## config.mk

```make
export PLATFORM = sky130hd
export DESIGN_NAME = cise_core
export DESIGN_NICKNAME = d
export VERILOG_FILES = /design/src/rtl/cise_pkg.sv /design/src/rtl/cise_core.sv
export SDC_FILE = /design/constraint.sdc
export NUM_CORES = 1
export LEC_CHECK = 0
export ABC_AREA = 1
export BUFFER_PORTS_ARGS = -buffer_cell sky130_fd_sc_hd__clkbuf_2
export CAP_MARGIN = 10
export CORE_UTILIZATION = 53
export DETAILED_ROUTE_END_ITERATION = 6
export PLACE_DENSITY = 0.85
export SYNTH_ARGS = -nofsm -noshare
export SYNTH_HDL_FRONTEND = slang
export SYNTH_SLANG_ARGS = --single-unit
```

## constraint.sdc

```tcl
create_clock -name core_clk -period 2.8 [get_ports core_clk]
set_clock_uncertainty 0.15 [all_clocks]
set_input_delay 0.56 -clock core_clk [delete_from_list [all_inputs] [get_ports core_clk]]
set_output_delay 0.56 -clock core_clk [all_outputs]
set_load 0.01 [all_outputs]
```

## src/rtl/cise_pkg.sv

```systemverilog
// cise_pkg: shared constants and types for the instruction subset executor
`default_nettype none
package cise_pkg;
	// ---------------------------------------------------------------
	// widths
	// ---------------------------------------------------------------
	localparam int IP_W   = 11;
	localparam int DATA_W = 8;
	localparam int FADR_W = 5;
	localparam int LIT_W  = 9;

	// ---------------------------------------------------------------
	// constant values
	// ---------------------------------------------------------------
	localparam logic [DATA_W-1:0] ZERO_BYTE    = 8'h00;
	localparam logic [DATA_W-1:0] ONE_BYTE     = 8'h01;
	localparam logic [IP_W-1:0]   IP_STEP      = 11'h001;
	localparam logic [IP_W-1:0]   IP_RESET     = 11'h000;
	localparam logic [FADR_W-1:0] FADR_RESET   = 5'h00;
	localparam logic              ZERO_RESET   = 1'b0;
	localparam logic              ACTIVE_N_OFF = 1'b1;
	localparam logic              DEST_ACC     = 1'b0;
	localparam logic              DEST_FILE    = 1'b1;
	localparam logic              PAGE8_CALL   = 1'b0;

	// ---------------------------------------------------------------
	// operations and states
	// ---------------------------------------------------------------
	typedef enum logic [3:0] {
		OP_NOP,
		OP_ACCUMULATOR_CLEAR,
		OP_CALL,
		OP_WATCHDOG_KICK,
		OP_FILE_ZEROING,
		OP_FILE_INVERT,
		OP_FILE_MINUS_ONE,
		OP_FILE_MINUS_ONE_SKIP,
		OP_BRANCH_ABSOLUTE
	} cise_op_t;

	typedef enum logic [1:0] {
		ST_ISSUE,
		ST_REFILL,
		ST_SKIP
	} cise_state_t;

	typedef struct packed {
		cise_op_t          op;
		logic [FADR_W-1:0] faddr;
		logic              dest;
		logic [LIT_W-1:0]  literal;
	} cise_instr_t;

	typedef struct packed {
		logic              we;
		logic [FADR_W-1:0] addr;
		logic [DATA_W-1:0] data;
	} cise_fwrite_t;
endpackage : cise_pkg
`default_nettype wire

```

## src/rtl/cise_core.sv

```systemverilog
// cise_core: executes accumulator, file, watchdog, call and branch instructions
`default_nettype none
module cise_core
	import cise_pkg::*;
(
	// clock and reset
	input  wire logic                core_clk,
	input  wire logic                rstn,
	// instruction issue
	input  wire logic                instr_valid,
	input  wire cise_instr_t         instr,
	output logic                     instr_ready,
	// file register read port, combinational on instr.faddr
	output logic [FADR_W-1:0]        file_raddr,
	input  wire logic [DATA_W-1:0]   file_rdata,
	// file register write port
	output cise_fwrite_t             file_write,
	// status inputs
	input  wire logic [1:0]          status_page,
	input  wire logic                prescaler_to_watchdog,
	input  wire logic                watchdog_timeout,
	input  wire logic                sleep_enter,
	// return stack
	output logic                     stack_push,
	output logic [IP_W-1:0]          stack_data,
	// watchdog control
	output logic                     watchdog_count_clear,
	output logic                     prescaler_clear,
	// architectural state
	output logic [DATA_W-1:0]        accumulator,
	output logic                     zero_flag,
	output logic                     watchdog_expired_n,
	output logic                     sleep_entered_n,
	output logic [IP_W-1:0]          instruction_pointer
);
	// ---------------------------------------------------------------
	// next-state signals
	// ---------------------------------------------------------------
	cise_state_t       state;
	cise_state_t       next_state;
	logic [DATA_W-1:0] next_accumulator;
	logic              next_zero_flag;
	logic              next_watchdog_expired_n;
	logic              next_sleep_entered_n;
	logic [IP_W-1:0]   next_instruction_pointer;
	cise_fwrite_t      next_file_write;
	logic              next_stack_push;
	logic [IP_W-1:0]   next_stack_data;
	logic              next_watchdog_count_clear;
	logic              next_prescaler_clear;
	logic              issue;
	logic [DATA_W-1:0] result;
	logic [IP_W-1:0]   ip_plus_one;

	assign instr_ready = (state == ST_ISSUE);
	assign issue       = instr_valid && instr_ready;
	assign file_raddr  = instr.faddr;
	assign ip_plus_one = instruction_pointer + IP_STEP;

	// ---------------------------------------------------------------
	// execute
	// ---------------------------------------------------------------
	always_comb begin
		next_state                = state;
		next_accumulator          = accumulator;
		next_zero_flag            = zero_flag;
		next_instruction_pointer  = instruction_pointer;
		next_file_write           = '{we: 1'b0, addr: instr.faddr, data: ZERO_BYTE};
		next_stack_push           = 1'b0;
		next_stack_data           = stack_data;
		next_watchdog_count_clear = 1'b0;
		next_prescaler_clear      = 1'b0;
		next_watchdog_expired_n   = watchdog_expired_n;
		next_sleep_entered_n      = sleep_entered_n;
		result                    = ZERO_BYTE;
		// other parties may pull the active-low bits; a kick below wins
		if (watchdog_timeout) begin
			next_watchdog_expired_n = 1'b0;
		end
		if (sleep_enter) begin
			next_sleep_entered_n = 1'b0;
		end
		case (state)
			ST_ISSUE: begin
				if (issue) begin
					next_instruction_pointer = ip_plus_one;
					case (instr.op)
						OP_ACCUMULATOR_CLEAR: begin
							next_accumulator = ZERO_BYTE;
							next_zero_flag   = 1'b1;
						end
						OP_CALL: begin
							next_stack_push = 1'b1;
							next_stack_data = ip_plus_one;
							next_instruction_pointer = {status_page, PAGE8_CALL,
								instr.literal[DATA_W-1:0]};
							next_state = ST_REFILL;
						end
						OP_WATCHDOG_KICK: begin
							next_watchdog_count_clear = 1'b1;
							next_prescaler_clear = prescaler_to_watchdog;
							next_watchdog_expired_n = 1'b1;
							next_sleep_entered_n    = 1'b1;
						end
						OP_FILE_ZEROING: begin
							next_file_write.we   = 1'b1;
							next_file_write.data = ZERO_BYTE;
							next_zero_flag       = 1'b1;
						end
						OP_FILE_INVERT, OP_FILE_MINUS_ONE, OP_FILE_MINUS_ONE_SKIP: begin
							if (instr.op == OP_FILE_INVERT) begin
								result = ~file_rdata;
							end else begin
								result = file_rdata - ONE_BYTE;
							end
							if (instr.dest == DEST_FILE) begin
								next_file_write.we   = 1'b1;
								next_file_write.data = result;
							end else begin
								next_accumulator = result;
							end
							if (instr.op != OP_FILE_MINUS_ONE_SKIP) begin
								next_zero_flag = (result == ZERO_BYTE);
							end else if (result == ZERO_BYTE) begin
								next_state = ST_SKIP;
							end
						end
						OP_BRANCH_ABSOLUTE: begin
							next_instruction_pointer = {status_page, instr.literal};
							next_state = ST_REFILL;
						end
						default: begin
						end
					endcase
				end
			end
			ST_REFILL: begin
				next_state = ST_ISSUE;
			end
			ST_SKIP: begin
				// the discarded instruction runs as a no-op; step over it
				next_instruction_pointer = ip_plus_one;
				next_state               = ST_ISSUE;
			end
			default: begin
				next_state = ST_ISSUE;
			end
		endcase
	end

	// ---------------------------------------------------------------
	// registers
	// ---------------------------------------------------------------
	always_ff @(posedge core_clk) begin
		if (!rstn) begin
			state                <= ST_ISSUE;
			accumulator          <= ZERO_BYTE;
			zero_flag            <= ZERO_RESET;
			watchdog_expired_n   <= ACTIVE_N_OFF;
			sleep_entered_n      <= ACTIVE_N_OFF;
			instruction_pointer  <= IP_RESET;
			file_write           <= '{we: 1'b0, addr: FADR_RESET, data: ZERO_BYTE};
			stack_push           <= 1'b0;
			stack_data           <= IP_RESET;
			watchdog_count_clear <= 1'b0;
			prescaler_clear      <= 1'b0;
		end else begin
			state                <= next_state;
			accumulator          <= next_accumulator;
			zero_flag            <= next_zero_flag;
			watchdog_expired_n   <= next_watchdog_expired_n;
			sleep_entered_n      <= next_sleep_entered_n;
			instruction_pointer  <= next_instruction_pointer;
			file_write           <= next_file_write;
			stack_push           <= next_stack_push;
			stack_data           <= next_stack_data;
			watchdog_count_clear <= next_watchdog_count_clear;
			prescaler_clear      <= next_prescaler_clear;
		end
	end

	logic is_call;
	logic is_kick;
	logic is_dec;
	logic is_skip;
	logic is_branch_absolute;
	assign is_call = issue && (instr.op == OP_CALL);
	assign is_kick = issue && (instr.op == OP_WATCHDOG_KICK);
	assign is_dec  = issue && (instr.op == OP_FILE_MINUS_ONE);
	assign is_skip = issue && (instr.op == OP_FILE_MINUS_ONE_SKIP);
	assign is_branch_absolute = issue && (instr.op == OP_BRANCH_ABSOLUTE);
endmodule : cise_core
`default_nettype wire

```

# == Word level (Yosys, flattened, before mapping) ==
# Cells that the tools add are included.
# word_totals
output_inout_bits,56
inputBits,35
ff_bits,52
wordCells,76
# op_classes
add_sub_neg,2
eq_ne,15
reduce_logical,19
n_bitwise,1
muxes,26
# ops
operator,n
$pmux 11 s2,2
$mux 8,5
$eq 4x3->1 const B,4
$pmux 8 s2,1
$reduce_and 4->1,4
$mux 1,12
$add 11x1->11 const B,1
$mux 11,1
$eq 4x2->1 const B,2
$logic_not 8->1,1
$ne 2x2->1 const B,4
$not 8->8,1
$reduce_bool 2->1,4
$sub 8x1->8 const B,1
$reduce_and 3->1,2
$reduce_and 5->1,1
$eq 4x1->1 const B,1
$eq 4x4->1 const B,1
$mux 2,2
$ne 4x3->1 const B,1
$pmux 1 s2,2
$pmux 2 s2,1
$reduce_and 2->1,2
$reduce_or 2->1,2
other kinds (5),5

# == Depth between registers and ports, before layout ==
# logic_depth
depth_word,9
ltp_mapped,15
mapped_depth_nobuf,15

# == Worst setup path after synthesis ==
# No wires, ideal clock.
# synth_timing
kind,input port to flip-flop
from,in file_rdata[0]
to,reg state[1]
path_buffers,0
arrival_ns,1.622
setup_ns,0.115
setup_slack_ns,0.913
cell_stages,14
t_required_ns,2.535
cell_sequence,inv_1 > ha_1 > inv_1 > nor2_1 > o21ai_0 > o21ai_2 > inv_2 > nand2_1 > nor2_1 > nand2_1 > nand2_2 > nand3_2 > nand2_1 > nor2_1
# synth_between
elab_chain_len,8
elab_cells_between_ends,9
classes_between,add/sub (1); eq/ne (1); mux (4); bitwise (1); reduce/logical (2)
# synth_rtl
element,line_no,text
start: declaration,cise_core.sv:15,"input wire logic [DATA_W-1:0] file_rdata,"
$sub 8x1->8 or $not 8->8 (tied branches),"cise_core.sv:114, cise_core.sv:112",
$mux 8 *,cise_core.sv:111,if (instr.op == OP_FILE_INVERT) begin
$mux 8 *,cise_core.sv:87,case (instr.op)
$mux 8 *,cise_core.sv:85,if (issue) begin
$mux 8 *,cise_core.sv:83,case (state)
$logic_not 8->1 *,cise_core.sv:124,end else if (result == ZERO_BYTE) begin
$ne 2x2->1 (no line) *,n/a,
$reduce_and 4->1 (no line) *,n/a,
end signal: assignment,cise_core.sv:168,state <= next_state;
end: declaration,cise_core.sv:39,cise_state_t state;
# Mark *: on every way between the ends. The rest lies on a longest branch, timed or not. The select of a mux whose other input is x is not followed.
# A chain may end at the register's enable or synchronous reset.

# == Final worst setup path ==
# layout_timing
from,in instr[18] (netlist name)
to,reg instruction_pointer[6]
# layout_between
elab_chain_len,4
elab_cells_between_ends,5
classes_between,eq/ne (2); mux (3)
# layout_rtl
element,line_no,text
start: declaration,cise_core.sv:11,"input wire cise_instr_t instr,"
$eq 4x4->1 or $eq 4x2->1 (tied branches),cise_core.sv:87,
$pmux 11 s2 *,cise_core.sv:87,
$mux 11 *,cise_core.sv:85,
$pmux 11 s2 *,cise_core.sv:83,
end signal: assignment,cise_core.sv:173,instruction_pointer <= next_instruction_pointer;
end: declaration,cise_core.sv:34,output logic [IP_W-1:0] instruction_pointer
# Marked as above.

==> flow_summary.toml <==
[synth]
synth-compound-area-share = 0.144
ys.flop_type = "dfxtp_1"
synthArstFlopShare = 0
synth_top_family_by_area = "simple AND/OR/NAND/NOR gates"
syn_inst = 325
synth_edf_count = 0
synth.distinct_cells = 34
muxShareOfSynthArea = 0.0165
yosys-top-cells-area = "dfxtp_1 (43%), nand2_1 (8.4%), nor2_1 (7.6%), inv_1 (5.6%), o21ai_0 (5.6%)"
synth_area_leader_cell = "dfxtp_1"
synth_simple_gate_area_frac = 0.270
synth_top_area_frac = 0.430
synth_xor_area_frac = 0.0289
avgSynthCellArea_um2 = 7.45
synth_warnings = 0
yosys_register_bits = 52
netlist_area_um2 = 2420
seq_area_frac_synth = 0.430
syn-num-nets = 362
synth_fa_ha_area_frac = 0.0103

[final_layout]
layout_common_cells = "clkbuf_2 (90), nand2_1 (54), dfxtp_1 (52), nor2_1 (49), inv_1 (36)"
final_cells = 463
final_area_um2 = 2940
antenna_cells = 0
final_common_cell = "clkbuf_2"
final_nets = 448
drive_above_1_share = 0.294
area_delta_synth_final_pct = 21.4

[routing]
antenna_left = 0
drt_iter0_markers = 121
vias = 2348
drc = 0
drt_pass1_iterations = 5
viasPerCell = 5.07
routedWlPerCell_um = 11.9
routed_wl_mm = 5.52

[timing]
rsz0062_at_grt = "no"
min_period_ns = 1.91
fin_tns_setup_ns = 0
report.final.slew_viol_count = 0
relSlewSlack = 0.632
hold_viol = 0
fmax_mhz = 525
setup-violations-final = 0
post-route-period-util = 0.681
tightest_slew_ns = 0.552
setup_slack_ns = 0.894

[cts]
clkSlewWorstSetupHoldPaths_ns = 0.08
root_buffer = "clkbuf_8"
holdBufCountCts = 0
clk_latency_ns = 0.30
post_cts_buffers = 0
cts_tree = "yes"
cts_buffers = 5
cts-htree-levels = 2
cts_sinks = 52
cts_resized = 0
clockBufferDepth = 2

[grt]
grt_max_degree = 27
grt_pass1_vias = 2111
grt_pass1_wl_mm = 9.15
grt_use_total = 0.234
antenna_found_initial = 0
grt_overflow = 0

[placed_design]
placed_cells = 456
placed_cell_area_um2 = 2860
port_buffers = 90
dp_hpwl_mm = 4.20
gp_congestion = 0.836
place_ws_ns = 0.590

[worst_setup_path]
crit_required_ns = 2.82
crit_path_max_fanout = 14
endpoint_kind = "register"
crit_arrival_ns = 1.93
critPathLaunchType = "primary input"
path_class = "primary input to register"

[floorplan]
dieWidth_um = 69.6
initial_core_util = 0.552
rows = 24
io_pins = 91
coreArea_um2 = 4380
dieHeight_um = 69.6
die_area_um2 = 4840

[worst_hold_path]
hp-class = "primary input to register"

[outcome]
run_status = "complete, no violations"

[pwr]
total_power_mw = 1.41
ir_drop_mv = 0.344
powerDensity_nw_per_um2 = 481
cellLeakagePower_nw = 1.53

[run]
cap_violations = 0
state kept, by name (all words and copies together), names as in the netlist:
signal and count:
stack_push 1, accumulator 8, prescaler_clear 1, instruction_pointer 11, file_write 14, watchdog_count_clear 1
watchdog_expired_n 1, state 2, sleep_entered_n 1, zero_flag 1, stack_data 11
cell type report:
cell class                      instances  area [um^2]
Multi-Input combinational cell        218         1140
Fill cell                             398         1440
Tap cell                               52         65.1
Inverter                               43          161
Clock inverter                          1         5.00
Timing Repair Buffer                   91          458
Sequential cell                        52         1040
Clock buffer                            6         72.6
synth_stat cells (all sizes together), types with 4 or more instances:
cell type	n
nand2	62
nor2	54
dfxtp	52
inv	42
o21ai	28
a21oi	27
nand3	19
buf	9
xor2	5
mux2i	4
routing by layer:
metal	vias to the layer above	share of wire	track usage
met4	0	0.021	0.0884
met3	12	0.049	0.0523
met1	1059	0.43	0.289
met5	-	0	0
met2	67	0.50	0.398
li1	1210	-	-
through the flow:
step	hold WS (ns)	utilization
4_1_cts	0.291	0.671
5_1_grt	0.291	0.671
3_5_place_dp	0.308	0.653
6_report	0.289	0.671
2_1_floorplan	0.340	-
3_3_place_gp	0.303	0.653
report_power, final:
part / leakage [nW] / switching [mW] / total [mW] / internal (mW)
registers: 0.424 / 0.0227 / 0.789 / 0.767
clock network: 0.0410 / 0.223 / 0.393 / 0.170
logic: 1.06 / 0.142 / 0.232 / 0.0901
total: 1.53 / 0.387 / 1.41 / 1.03
logic make-up after synthesis:
kind of cell               Yosys count
AOI/OAI and AO/OA                   62
xor gates and xnor gates             8
buffers and inverters               55
adders and majority gates            2
and+or+nand+nor                    142
DFF                                 52
muxes                                4
worst paths after layout:
kind                                             start                 endpoint  slack, ns  depth (start not counted)
worst max-delay path                         instr[18]   instruction_pointer[6]       0.89                          9
worst min-delay path                     file_rdata[0]            file_write[0]       0.29                          2
worst max register to register  instruction_pointer[0]  instruction_pointer[10]       0.89                          9
worst min register to register          accumulator[0]           accumulator[0]       0.32                          2
worst max-delay path, cell delays in order:
cell,delay (ns)
clkbuf_2,0.12
nor2_1,0.20
nand3_1,0.20
nand2_2,0.18
nand2_2,0.21
o21ai_0,0.24
a21oi_1,0.06
a21oi_1,0.12
nor2_1,0.05
No activity file was read; power rests on OpenSTA's default activity.
